--- src/icfdn_pkg.sv ---
package icfdn_pkg;

  // ********************************************************************
  // Register map (byte addresses)
  // ********************************************************************
  localparam logic [7:0] CTRL_OFF = 8'h00;
  localparam logic [7:0] THRESH_OFF = 8'h04;
  localparam logic [7:0] DWELL_OFF = 8'h08;
  localparam logic [7:0] LEVEL_OFF = 8'h0C;
  localparam logic [7:0] STATUS_OFF = 8'h10;

  // ********************************************************************
  // Control fields
  // ********************************************************************
  localparam int POLICY_LSB = 0;
  localparam int REPORT_SEL_BIT = 4;
  localparam int GP_OUT_BIT = 8;
  localparam logic [31:0] CTRL_MASK = 32'h0000_0113;

  // Status fields
  localparam int ST_OPEN_BIT = 0;
  localparam int ST_PIN_BIT = 1;
  localparam int ST_REPORT_BIT = 2;
  localparam int ST_RUN_BIT = 3;
  localparam int ST_CAND_BIT = 4;

  // ********************************************************************
  // Reset values
  // ********************************************************************
  localparam logic [31:0] CTRL_RST = 32'h0000_0000;
  localparam logic [31:0] THRESH_RST = 32'h0000_0000;
  localparam logic [31:0] DWELL_RST = 32'h0000_0005;

  // ********************************************************************
  // Timing
  // ********************************************************************
  localparam int DWELL_W = 16;
  localparam int CLK_PERIOD_NS = 10;
  localparam int DWELL_UNIT_S = 1;
  localparam int NS_PER_S = 1000000000;
  localparam int SEC_CYCLES = DWELL_UNIT_S * NS_PER_S / CLK_PERIOD_NS;

  // AXI responses
  localparam logic [1:0] RESP_OKAY = 2'h0;
  localparam logic [1:0] RESP_SLVERR = 2'h2;

  // ********************************************************************
  // Types
  // ********************************************************************
  typedef enum logic [1:0] {
    POL_AUTO,
    POL_OPEN,
    POL_CLOSED,
    POL_PIN
  } icfdn_policy_t;

  typedef enum logic {
    POS_CLOSED,
    POS_OPEN
  } icfdn_pos_t;

  typedef enum logic [2:0] {
    SEL_CTRL,
    SEL_THRESH,
    SEL_DWELL,
    SEL_LEVEL,
    SEL_STATUS,
    SEL_NONE
  } icfdn_sel_t;

endpackage

--- src/icfdn_dwell_if.sv ---
`timescale 1ns/1ps
interface icfdn_dwell_if;
  logic restart;
  logic run;
  logic [icfdn_pkg::DWELL_W-1:0] dwell_sec;
  logic expired;

  modport ctl (
    output restart,
    output run,
    output dwell_sec,
    input expired
  );

  modport tmr (
    input restart,
    input run,
    input dwell_sec,
    output expired
  );
endinterface

--- src/icfdn_top.sv ---
// Behaviour
// - Auto closed: open after dwell above threshold
// - Auto open: close after dwell below threshold
// - One dwell setting serves both directions
// - Higher threshold needs darker scene to open
// - Darkness is a signed value
// - Current darkness readable in every mode
// - Forced-open policy holds filter open
// - Forced-closed policy holds filter closed
// - Pin policy: input active opens filter
// - Report off: output not from position
// - Report on: output follows open position
//
// Decided for this implementation: the AXI4-Lite register port and the register offsets.
`timescale 1ns/1ps
module icfdn_top #(
  parameter int DARK_W = 16,
  parameter int TICK_CYCLES = icfdn_pkg::SEC_CYCLES
) (
  input wire logic clk,
  input wire logic rst_n,
  input wire logic ce,
  input wire logic [DARK_W-1:0] measured_darkness,
  input wire logic night_pin_in,
  output logic filter_open,
  output logic report_pin_out,
  input wire logic [7:0] s_axi_awaddr,
  input wire logic [2:0] s_axi_awprot,
  input wire logic s_axi_awvalid,
  output logic s_axi_awready,
  input wire logic [31:0] s_axi_wdata,
  input wire logic [3:0] s_axi_wstrb,
  input wire logic s_axi_wvalid,
  output logic s_axi_wready,
  output logic [1:0] s_axi_bresp,
  output logic s_axi_bvalid,
  input wire logic s_axi_bready,
  input wire logic [7:0] s_axi_araddr,
  input wire logic [2:0] s_axi_arprot,
  input wire logic s_axi_arvalid,
  output logic s_axi_arready,
  output logic [31:0] s_axi_rdata,
  output logic [1:0] s_axi_rresp,
  output logic s_axi_rvalid,
  input wire logic s_axi_rready
);

  // Sign extension to the bus word needs at least one spare bit
  if (DARK_W < 2 || DARK_W > 31) begin
    $error("DARK_W must lie in 2..31");
  end

  // ********************************************************************
  // Functions
  // ********************************************************************
  function automatic icfdn_pkg::icfdn_sel_t decode(input logic [7:0] addr);
    icfdn_pkg::icfdn_sel_t sel;
    sel = icfdn_pkg::SEL_NONE;
    if (addr == icfdn_pkg::CTRL_OFF) begin
      sel = icfdn_pkg::SEL_CTRL;
    end else if (addr == icfdn_pkg::THRESH_OFF) begin
      sel = icfdn_pkg::SEL_THRESH;
    end else if (addr == icfdn_pkg::DWELL_OFF) begin
      sel = icfdn_pkg::SEL_DWELL;
    end else if (addr == icfdn_pkg::LEVEL_OFF) begin
      sel = icfdn_pkg::SEL_LEVEL;
    end else if (addr == icfdn_pkg::STATUS_OFF) begin
      sel = icfdn_pkg::SEL_STATUS;
    end
    return sel;
  endfunction

  function automatic logic [31:0] merge(input logic [31:0] old, input logic [31:0] nw, input logic [3:0] strb);
    logic [31:0] res;
    res = old;
    for (int i = 0; i < 4; i++) begin
      if (strb[i]) begin
        res[i*8 +: 8] = nw[i*8 +: 8];
      end
    end
    return res;
  endfunction

  function automatic logic [31:0] sext(input logic [DARK_W-1:0] v);
    return {{(32-DARK_W){v[DARK_W-1]}}, v};
  endfunction

  // ********************************************************************
  // Input capture
  // ********************************************************************
  logic pin_meta_reg;
  logic pin_sync_reg;
  logic signed [DARK_W-1:0] level_reg;

  // Pin is asynchronous to clk
  always_ff @(posedge clk) begin
    if (!rst_n) begin
      pin_meta_reg <= 1'b0;
      pin_sync_reg <= 1'b0;
    end else if (ce) begin
      pin_meta_reg <= night_pin_in;
      pin_sync_reg <= pin_meta_reg;
    end
  end

  // Level comes from the same clock, registered only for timing
  always_ff @(posedge clk) begin
    if (!rst_n) begin
      level_reg <= '0;
    end else if (ce) begin
      level_reg <= $signed(measured_darkness);
    end
  end

  // ********************************************************************
  // Registers
  // ********************************************************************
  logic [31:0] ctrl_reg;
  logic [31:0] thresh_reg;
  logic [31:0] dwell_reg;
  logic [7:0] awaddr_reg;
  logic [31:0] wdata_reg;
  logic [3:0] wstrb_reg;
  logic aw_held_reg;
  logic w_held_reg;
  logic do_wr;
  icfdn_pkg::icfdn_sel_t wsel;
  logic [31:0] thresh_merged;
  logic [31:0] dwell_merged;

  assign do_wr = aw_held_reg & w_held_reg & ~s_axi_bvalid;
  assign wsel = decode(awaddr_reg);
  assign thresh_merged = merge(thresh_reg, wdata_reg, wstrb_reg);
  assign dwell_merged = merge(dwell_reg, wdata_reg, wstrb_reg);

  always_ff @(posedge clk) begin
    if (!rst_n) begin
      ctrl_reg <= icfdn_pkg::CTRL_RST;
      thresh_reg <= icfdn_pkg::THRESH_RST;
      dwell_reg <= icfdn_pkg::DWELL_RST;
    end else if (ce && do_wr) begin
      if (wsel == icfdn_pkg::SEL_CTRL) begin
        ctrl_reg <= merge(ctrl_reg, wdata_reg, wstrb_reg) & icfdn_pkg::CTRL_MASK;
      end else if (wsel == icfdn_pkg::SEL_THRESH) begin
        thresh_reg <= sext(thresh_merged[DARK_W-1:0]);
      end else if (wsel == icfdn_pkg::SEL_DWELL) begin
        dwell_reg <= {16'h0000, dwell_merged[15:0]};
      end
    end
  end

  // ********************************************************************
  // AXI4-Lite write channels
  // ********************************************************************
  logic aw_hs;
  logic w_hs;
  logic aw_held_next;
  logic w_held_next;
  logic bvalid_next;

  assign aw_hs = s_axi_awvalid & s_axi_awready;
  assign w_hs = s_axi_wvalid & s_axi_wready;

  always_comb begin
    aw_held_next = do_wr ? 1'b0 : (aw_held_reg | aw_hs);
    w_held_next = do_wr ? 1'b0 : (w_held_reg | w_hs);
    bvalid_next = do_wr ? 1'b1 : (s_axi_bvalid & ~s_axi_bready);
  end

  always_ff @(posedge clk) begin
    if (!rst_n) begin
      aw_held_reg <= 1'b0;
      w_held_reg <= 1'b0;
      s_axi_awready <= 1'b0;
      s_axi_wready <= 1'b0;
      s_axi_bvalid <= 1'b0;
    end else if (ce) begin
      aw_held_reg <= aw_held_next;
      w_held_reg <= w_held_next;
      s_axi_awready <= ~aw_held_next & ~bvalid_next;
      s_axi_wready <= ~w_held_next & ~bvalid_next;
      s_axi_bvalid <= bvalid_next;
    end
  end

  always_ff @(posedge clk) begin
    if (!rst_n) begin
      awaddr_reg <= 8'h00;
      wdata_reg <= 32'h0000_0000;
      wstrb_reg <= 4'h0;
    end else if (ce) begin
      if (aw_hs) begin
        awaddr_reg <= {s_axi_awaddr[7:2], 2'b00};
      end
      if (w_hs) begin
        wdata_reg <= s_axi_wdata;
        wstrb_reg <= s_axi_wstrb;
      end
    end
  end

  // Writes to read-only words are dropped but still answered OKAY
  always_ff @(posedge clk) begin
    if (!rst_n) begin
      s_axi_bresp <= icfdn_pkg::RESP_OKAY;
    end else if (ce && do_wr) begin
      s_axi_bresp <= (wsel == icfdn_pkg::SEL_NONE) ? icfdn_pkg::RESP_SLVERR : icfdn_pkg::RESP_OKAY;
    end
  end

  // ********************************************************************
  // Position decision
  // ********************************************************************
  icfdn_dwell_if dw();
  icfdn_pkg::icfdn_policy_t policy;
  icfdn_pkg::icfdn_pos_t pos_reg;
  icfdn_pkg::icfdn_pos_t pos_next;
  logic signed [DARK_W-1:0] thr;
  logic above;
  logic below;
  logic cand;
  logic flip;

  assign policy = icfdn_pkg::icfdn_policy_t'(ctrl_reg[icfdn_pkg::POLICY_LSB +: 2]);
  assign thr = $signed(thresh_reg[DARK_W-1:0]);
  assign above = (level_reg > thr);
  assign below = (level_reg < thr);
  // Equal to threshold counts as neither, so it restarts the wait
  assign cand = (pos_reg == icfdn_pkg::POS_CLOSED) ? above : below;
  assign flip = cand & dw.expired;

  assign dw.run = (policy == icfdn_pkg::POL_AUTO);
  assign dw.restart = ~cand | flip;
  assign dw.dwell_sec = dwell_reg[icfdn_pkg::DWELL_W-1:0];

  icfdn_dwell #(
    .TICK_CYCLES(TICK_CYCLES)
  ) u_dwell (
    .clk(clk),
    .rst_n(rst_n),
    .ce(ce),
    .tm(dw)
  );

  always_comb begin
    pos_next = pos_reg;
    case (policy)
      icfdn_pkg::POL_OPEN: begin
        pos_next = icfdn_pkg::POS_OPEN;
      end
      icfdn_pkg::POL_CLOSED: begin
        pos_next = icfdn_pkg::POS_CLOSED;
      end
      icfdn_pkg::POL_PIN: begin
        pos_next = pin_sync_reg ? icfdn_pkg::POS_OPEN : icfdn_pkg::POS_CLOSED;
      end
      default: begin
        // Auto keeps the position it inherits until the wait completes
        case (pos_reg)
          icfdn_pkg::POS_CLOSED: begin
            if (flip) begin
              pos_next = icfdn_pkg::POS_OPEN;
            end
          end
          default: begin
            if (flip) begin
              pos_next = icfdn_pkg::POS_CLOSED;
            end
          end
        endcase
      end
    endcase
  end

  always_ff @(posedge clk) begin
    if (!rst_n) begin
      pos_reg <= icfdn_pkg::POS_CLOSED;
      filter_open <= 1'b0;
    end else if (ce) begin
      pos_reg <= pos_next;
      filter_open <= (pos_next == icfdn_pkg::POS_OPEN);
    end
  end

  // ********************************************************************
  // Position report pin
  // ********************************************************************
  // With reporting off the pin is a plain software output
  always_ff @(posedge clk) begin
    if (!rst_n) begin
      report_pin_out <= 1'b0;
    end else if (ce) begin
      if (ctrl_reg[icfdn_pkg::REPORT_SEL_BIT]) begin
        report_pin_out <= (pos_next == icfdn_pkg::POS_OPEN);
      end else begin
        report_pin_out <= ctrl_reg[icfdn_pkg::GP_OUT_BIT];
      end
    end
  end

  // ********************************************************************
  // AXI4-Lite read channels
  // ********************************************************************
  logic ar_hs;
  logic rvalid_next;
  logic [31:0] rd_word;
  logic [31:0] status_word;
  icfdn_pkg::icfdn_sel_t rsel;

  assign ar_hs = s_axi_arvalid & s_axi_arready;
  assign rsel = decode({s_axi_araddr[7:2], 2'b00});
  assign rvalid_next = ar_hs | (s_axi_rvalid & ~s_axi_rready);

  always_comb begin
    status_word = 32'h0000_0000;
    status_word[icfdn_pkg::ST_OPEN_BIT] = (pos_reg == icfdn_pkg::POS_OPEN);
    status_word[icfdn_pkg::ST_PIN_BIT] = pin_sync_reg;
    status_word[icfdn_pkg::ST_REPORT_BIT] = report_pin_out;
    status_word[icfdn_pkg::ST_RUN_BIT] = dw.run;
    status_word[icfdn_pkg::ST_CAND_BIT] = cand;
  end

  always_comb begin
    rd_word = 32'h0000_0000;
    if (rsel == icfdn_pkg::SEL_CTRL) begin
      rd_word = ctrl_reg;
    end else if (rsel == icfdn_pkg::SEL_THRESH) begin
      rd_word = thresh_reg;
    end else if (rsel == icfdn_pkg::SEL_DWELL) begin
      rd_word = dwell_reg;
    end else if (rsel == icfdn_pkg::SEL_LEVEL) begin
      rd_word = sext(level_reg);
    end else if (rsel == icfdn_pkg::SEL_STATUS) begin
      rd_word = status_word;
    end
  end

  always_ff @(posedge clk) begin
    if (!rst_n) begin
      s_axi_arready <= 1'b0;
      s_axi_rvalid <= 1'b0;
      s_axi_rdata <= 32'h0000_0000;
      s_axi_rresp <= icfdn_pkg::RESP_OKAY;
    end else if (ce) begin
      s_axi_arready <= ~rvalid_next;
      s_axi_rvalid <= rvalid_next;
      if (ar_hs) begin
        s_axi_rdata <= rd_word;
        s_axi_rresp <= (rsel == icfdn_pkg::SEL_NONE) ? icfdn_pkg::RESP_SLVERR : icfdn_pkg::RESP_OKAY;
      end
    end
  end

endmodule

--- src/icfdn_dwell.sv ---
`timescale 1ns/1ps
module icfdn_dwell #(
  parameter int TICK_CYCLES = icfdn_pkg::SEC_CYCLES
) (
  input wire logic clk,
  input wire logic rst_n,
  input wire logic ce,
  icfdn_dwell_if.tmr tm
);

  if (TICK_CYCLES < 1) begin
    $error("TICK_CYCLES must be at least 1");
  end

  localparam logic [31:0] TICK_LAST = 32'(TICK_CYCLES - 1);
  localparam logic [icfdn_pkg::DWELL_W-1:0] SEC_STEP = {{(icfdn_pkg::DWELL_W-1){1'b0}}, 1'b1};

  logic [31:0] sub_reg;
  logic [icfdn_pkg::DWELL_W-1:0] sec_reg;
  logic done;

  assign done = (sec_reg >= tm.dwell_sec);
  assign tm.expired = tm.run & done;

  // ********************************************************************
  // Second prescaler and seconds count
  // ********************************************************************
  // Counting saturates at the target so a long stable level never wraps
  always_ff @(posedge clk) begin
    if (!rst_n) begin
      sub_reg <= 32'h0000_0000;
      sec_reg <= '0;
    end else if (ce) begin
      if (tm.restart || !tm.run) begin
        sub_reg <= 32'h0000_0000;
        sec_reg <= '0;
      end else if (!done) begin
        if (sub_reg == TICK_LAST) begin
          sub_reg <= 32'h0000_0000;
          sec_reg <= sec_reg + SEC_STEP;
        end else begin
          sub_reg <= sub_reg + 32'h0000_0001;
        end
      end
    end
  end

endmodule

--- config.mk ---
export PLATFORM = sky130hd
export DESIGN_NAME = icfdn_top
export DESIGN_NICKNAME = d
export VERILOG_FILES = /design/src/icfdn_pkg.sv /design/src/icfdn_dwell_if.sv /design/src/icfdn_top.sv /design/src/icfdn_dwell.sv
export SDC_FILE = /design/constraint.sdc
export NUM_CORES = 1
export LEC_CHECK = 0
export BUFFER_PORTS_ARGS = -buffer_cell sky130_fd_sc_hd__buf_2
export CORE_ASPECT_RATIO = 0.5
export CORE_MARGIN = 2
export CORE_UTILIZATION = 40
export DETAILED_ROUTE_END_ITERATION = 10
export PLACE_DENSITY_LB_ADDON = 0.25
export SYNTH_ARGS = -nofsm -noshare
export SYNTH_HDL_FRONTEND = slang
export SYNTH_SLANG_ARGS = --single-unit
--- constraint.sdc ---
create_clock -name clk -period 5.58 [get_ports clk]
set_input_delay 0.279 -clock clk [delete_from_list [all_inputs] [get_ports clk]]
set_output_delay 0.279 -clock clk [all_outputs]
set_load 0.05 [all_outputs]
Word-level counts from Yosys, hierarchy flattened --
Cells that the tools add are included.
Cells by class: add/sub/neg operators 2, magnitude comparators 3, equality and inequality tests 21, mux-type cells 34, bitwise gates (word level) 25, reductions and logical operators 21
Operators with widths (count):
- 2-to-1 mux 32 bit | 7
- 2-to-1 mux 16 bit | 3
- adder 32 x 1 -> 32 bit (second input constant) | 1
- equality test 32 x 27 -> 1 bit (second input constant) | 1
- equality test 6 x 2 -> 1 bit (second input constant) | 4
- 2-to-1 mux 3 bit | 8
- adder 16 x 1 -> 16 bit (second input constant) | 1
- >= comparator 16 bit | 1
- > comparator 16 bit | 1
- less-than comparator 16 bit | 1
- equality test 6 x 1 -> 1 bit (second input constant) | 2
- equality test 6 x 3 -> 1 bit (second input constant) | 2
- AND reduction 3 bit | 4
- bitwise AND 1 bit | 11
- 2-to-1 mux 1 bit | 11
- inverter 1 bit | 10
- AND reduction 5 bit | 2
- equality test 3 x 2 -> 1 bit (second input constant) | 3
- equality test 3 bit (second input constant) | 3
- logical NOT 8 bit | 1
- 2-to-1 mux 8 bit | 1
- AND reduction 2 bit | 4
- AND reduction 4 bit | 2
- equality test 3 x 1 -> 1 bit (second input constant) | 2
- 14 further kinds | 20
Storage, ports and cells: register bits 171, logic and storage cells 133

Logic depth before layout (Yosys ltp) --
word-level depth 12, mapped depth 13, gate-level depth less buffers 11

Cells and area by module --
A second synthesis with hierarchy kept.
Unflattened totals: cells, all modules 952, area, all modules 8308.0 sq um
Modules (own cells, without submodules):
- icfdn_top | instances 1, cells each 571, area an instance 5230.0 sq um, sequential area each 2122.0 sq um
- icfdn_dwell | instances 1, cells each 381, area an instance 3078.0 sq um, sequential area each 960.9 sq um

Least setup slack after synthesis --
Ideal clock, no wire load.
path kind register -> register, from register thresh_reg[6], to register u_dwell.sec_reg[2] (netlist bit), library setup time 0.069 ns, data arrival time 2.846 ns, setup slack 2.665 ns, stages on the path, launching flop included 14, buffers on the path 2, cells stage by stage dfxtp_1 inv_1 ha_1 a21oi_1 a21oi_1 o31a_1 or4_4 a21bo_1 a2111oi_4 and2b_1 buf_4 buf_6 o31ai_1 a21oi_2
Between the ends: word-level cells in the longest chain between the ends 7, elaborated cells between the ends (all ways) 11, those cells by class order compare: 2; eq/ne: 1; mux: 2; bitwise: 3; reduce/logical: 3
RTL lines:
- from (decl) | line icfdn_top.sv:119 | logic [31:0] thresh_reg;
- from (signal assigned) | line icfdn_top.sv:139 | thresh_reg <= icfdn_pkg::THRESH_RST;
- from (signal assigned) | line icfdn_top.sv:145 | thresh_reg <= sext(thresh_merged[DARK_W-1:0]);
- > comparator 16 bit / less-than comparator 16 bit (equally long branches) | line icfdn_top.sv:226, icfdn_top.sv:227
- 2-to-1 mux 1 bit * | line icfdn_top.sv:229 | assign cand = (pos_reg == icfdn_pkg::POS_CLOSED) ? above : below;
- bitwise AND 1 bit / inverter 1 bit (equally long branches) | line icfdn_top.sv:230, icfdn_top.sv:233
- bitwise OR 1 bit * | line icfdn_top.sv:233 | assign dw.restart = ~cand | flip;
- logical OR 1 bit * | line icfdn_dwell.sv:34 | if (tm.restart || !tm.run) begin
- inequality test 2 bit (no source line) / nonzero test 2 bit (equally long branches)
- AND reduction 3 bit (no source line)
- to (signal assigned) | line icfdn_dwell.sv:40 | sec_reg <= sec_reg + SEC_STEP;
- to (decl) | line icfdn_dwell.sv:19 | logic [icfdn_pkg::DWELL_W-1:0] sec_reg;
Every way passes the cells marked *; elsewhere a longest branch is shown, timed or not. A chain may end at the register's enable or synchronous reset.

Worst setup path after layout --
from register, netlist name thresh_reg[15], to register u_dwell.sub_reg[21]
Between the ends: word-level cells in the longest chain between the ends 7, elaborated cells between the ends (all ways) 10, those cells by class order compare: 2; eq/ne: 1; mux: 2; bitwise: 3; reduce/logical: 2
RTL lines:
- > comparator 16 bit / less-than comparator 16 bit (equally long branches) | line icfdn_top.sv:226, icfdn_top.sv:227
- 2-to-1 mux 1 bit * | line icfdn_top.sv:229
- bitwise AND 1 bit / inverter 1 bit (equally long branches) | line icfdn_top.sv:230, icfdn_top.sv:233
- bitwise OR 1 bit * | line icfdn_top.sv:233
- logical OR 1 bit * | line icfdn_dwell.sv:34
- inequality test 2 bit (no source line)
- AND reduction 2 bit (no source line)
- to (signal assigned) | line icfdn_dwell.sv:42 | sub_reg <= sub_reg + 32'h0000_0001;
- to (decl) | line icfdn_dwell.sv:18 | logic [31:0] sub_reg;
Marks and branches as above.

==> impl_metrics.yaml <==
run_status:
  outcome: "completed"
setup_path:
  cp_top_family: "simple AND/OR/NAND/NOR gates"
  critical_path_arrival_ns: 4.40
  cpPeakStageDelay_ns: 0.78
  path_max_fanout: 31
  r2r_start: "thresh_reg[15]"
  crit_chain: "inv_1, ha_1, nand4_1, nor4_2, a21boi_1, o31ai_1, a21bo_1, a2111oi_4, and2b_1, o21ai_2, buf_4, nor2_1"
  rrSetupSlack_ns: 1.54
  critPathKind: "reg -> reg"
  worst_setup_path_end_kind: "flip-flop"
  crit_required_ns: 5.94
  rr_endpoint: "u_dwell.sub_reg[21]"
  worst-path-buf-inv: 2
  crit_path_start_kind: "flip-flop"
  cpMaxStageDelayCell: "and2b_1"
  rr_worst_depth: 12
global_routing:
  grt_pass1_vias: 5919
  grt_max_degree: 95
  grt-ovfl-total: 0
  grt_pass1_wl_mm: 29.97
  track_usage_pct: 18.90
  antenna_found_initial: 0
drt:
  dr.pass1.iters: 5
  post_drt_wl_per_cell_microns: 15.05
  dr.first_iter.drc_count: 300
  drc: 0
  wl_mm: 18.48
  via_count: 6390
  viasPerCell: 5.204
  ant_nets: 0
min_path:
  holdPathEnd: "wdata_reg[4]"
  whs_path_depth: 3
  min_path_type: "in -> reg"
  hp-start: "s_axi_wdata[4]"
placement:
  dpl.cell_count: 1196
  port-buffer-count: 95
  dp_hpwl_mm: 13.35
  place_area_sq_mm: 0.008178
  routabilityCongestion: 0.9049
  pre_cts_ws_ns: 1.552
synthesis:
  avgSynthCellArea_sq_um: 8.540
  ys_warn_count: 0
  synth_area_sq_mm: 0.007635
  ys_seq_elements: 154
  synth_edf_count: 0
  ys_types: 58
  synthArstFlopShare_pct: 0
  ys_seq_area_share_pct: 40.38
  ys_dominant_reg_cell: "dfxtp_1"
  syn_inst: 894
power_and_ir_drop:
  ir_drop_v: 0.0001806
  switching_share_pct: 25.14
  powerDensity_mw_per_mm2: 283.9
  p_switching_mw: 0.6256
  p_clk_share_pct: 46.5
  combPwrFrac_pct: 8.0
  p_int_mw: 1.863
  power_frac_seq_pct: 45.6
  p_leak_nw: 3.296
finish:
  area_delta_synth_final_pct: 14.80
  fin_area_sq_mm: 0.008765
  nFillCells: 1782
  fin_cells: 1228
  antenna_cells: 0
  largest_reg_flops: 32
  drive_above_1_share_pct: 14.14
  postLayoutCoreUtil_pct: 47.20
  nets: 1073
sta:
  relSlewSlack_pct: 30.44
  rsz0062_at_grt: "no"
  setup_ws_ns: 1.539
  hold_viol_final: 0
  setup_tns_ns: 0
  skew_ns: 0.009361
  worst_pin_slew_ns: 1.036
  timing.fmax_mhz: 247.5
  final.period_utilization_pct: 72.42
  fin_crit_ns: 4.041
  setup_viol: 0
  slew_viol_final: 0
clock_tree:
  clock_path_buffers: 2
  cts_setup_buffers: 0
  cts_resized: 0
  cts_root_buf: "clkbuf_16"
  numCtsBuffers: 17
  clock_latency_ns: 0.42
  cts_hold_buf: 0
  tritoncts: "built"
  clkTransAtPathRegs_ns: 0.07
  cts_htree_levels: 4
  cts_sinks: 154
floorplan:
  num_rows: 35
  design.die.area_sq_mm: 0.02028
  die_x_microns: 199.4
  initial_core_util_pct: 41.12
  die_y_microns: 101.7
  core-area_sq_mm: 0.01857
  top_level_ports: 126
flow_run:
  cap_violations: 0
[worst reg2reg max path, stage by stage (launching register included)]
cell and delay (ns):
dfxtp_1 0.34, inv_1 0.06, ha_1 0.33, nand4_1 0.17, nor4_2 0.40, a21boi_1 0.27
o31ai_1 0.15, a21bo_1 0.26, a2111oi_4 0.51, and2b_1 0.78, o21ai_2 0.27, buf_4 0.29
nor2_1 0.13
[cells in the mapped netlist, drive strengths merged, types with 2 or more instances]
| master | instances | share of area [%] |
|---|---|---|
| a211oi | 5 | 0.49 |
| a21boi | 42 | 4.1 |
| a21o | 4 | 0.39 |
| a21oi | 38 | 2.5 |
| a22o | 10 | 1.1 |
| a22oi | 11 | 1.1 |
| a31oi | 2 | 0.16 |
| and2 | 3 | 0.25 |
| and3 | 10 | 0.82 |
| and4 | 2 | 0.23 |
| buf | 23 | 2.2 |
| clkbuf | 34 | 1.7 |
| dfxtp | 154 | 40 |
| ha | 34 | 5.6 |
| inv | 46 | 2.3 |
| mux2i | 45 | 5.9 |
| nand2 | 117 | 5.8 |
| nand2b | 3 | 0.25 |
| nand3 | 36 | 2.4 |
| nand4 | 17 | 1.4 |
| nor2 | 62 | 3.0 |
| nor2b | 58 | 4.8 |
| nor3 | 8 | 0.52 |
| nor3b | 2 | 0.20 |
| nor4 | 5 | 0.49 |
| o211ai | 3 | 0.29 |
| o21ai | 38 | 2.5 |
| o31ai | 11 | 1.1 |
| o32a | 2 | 0.26 |
| or3 | 9 | 0.74 |
| or4 | 11 | 1.1 |
| xnor2 | 13 | 1.5 |
| xor2 | 18 | 2.1 |
[area by class of cell]
cell class | instances | area (sq um) | area share, %
Timing Repair Buffer | 99 | 505.5 | 5.767
Clock inverter | 13 | 143.9 | 1.642
Tap cell | 259 | 324.1 | 3.697
Clock buffer | 19 | 442.9 | 5.054
Multi-Input combinational cell | 638 | 4093 | 46.70
Inverter | 46 | 172.7 | 1.970
Sequential cell | 154 | 3083 | 35.17
[routing by layer]
layer / track usage, % / up-vias / part of all wire [%]
met3: 4.029 / 25 / 4.9
met2: 29.67 / 130 / 43
met4: 5.527 / 0 / 1.4
met5: 0 / - / 0
li1: - / 3203 / -
met1: 26.28 / 3032 / 50
[metrics by stage]
| step | power, mW | hold slack (ns) |
|---|---|---|
| after global routing | 2.587 | 0.08783 |
| after global placement | 1.352 | 0.4512 |
| after detailed placement | 1.357 | 0.4576 |
| after CTS | 2.515 | 0.07944 |
| after floorplan | 1.303 | 0.4239 |
| final | 2.489 | 0.09530 |
[cell usage in the layout (no fill, tap or decap), drive strengths merged, types with 11 or more instances in the layout]
| master | netlist | routed |
|---|---|---|
| buf | 23 | 99 |
| nor2 | 62 | 62 |
| or4 | 11 | 11 |
| inv | 46 | 48 |
| dfxtp | 154 | 154 |
| nand2 | 117 | 117 |
| nand3 | 36 | 36 |
| mux2i | 45 | 45 |
| xor2 | 18 | 18 |
| clkbuf | 34 | 19 |
| nand4 | 17 | 17 |
| a21oi | 38 | 38 |
| xnor2 | 13 | 13 |
| a21boi | 42 | 42 |
| o21ai | 38 | 38 |
| o31ai | 11 | 11 |
| a22oi | 11 | 11 |
| ha | 34 | 34 |
| nor2b | 58 | 58 |
[power by group through the flow]
stage                     combinational (mW)  sequential, mW  clock [mW]
after floorplan                        0.136            1.17           0
after global placement                 0.195            1.16           0
after detailed placement               0.198            1.16           0
after CTS                              0.199            1.13        1.18
after global routing                   0.220            1.14        1.23
final                                  0.198            1.13        1.16
[worst max path at each step]
stage          cells past startpoint            from                  end
6_report                          12  thresh_reg[15]  u_dwell.sub_reg[21]
5_1_grt                           12  thresh_reg[15]   u_dwell.sub_reg[0]
2_1_floorplan                     13   thresh_reg[6]   u_dwell.sec_reg[2]
3_5_place_dp                      12  thresh_reg[15]  u_dwell.sub_reg[21]
3_3_place_gp                      12  thresh_reg[15]  u_dwell.sub_reg[30]
4_1_cts                           12  thresh_reg[15]  u_dwell.sub_reg[21]
[kinds of logic (layout without fill, tap and decap cells)]
kind of cell	after synthesis	in the layout	synth area share, %
buf+inv	103	177	6.113
compound gates	178	178	15.75
fa+ha+maj	34	34	5.572
simple gates	347	347	22.39
mux	46	46	6.195
other cells	1	2	0.04912
xor+xnor	31	31	3.556
flops	154	154	40.38
Power figures use the tool's default switching activity.
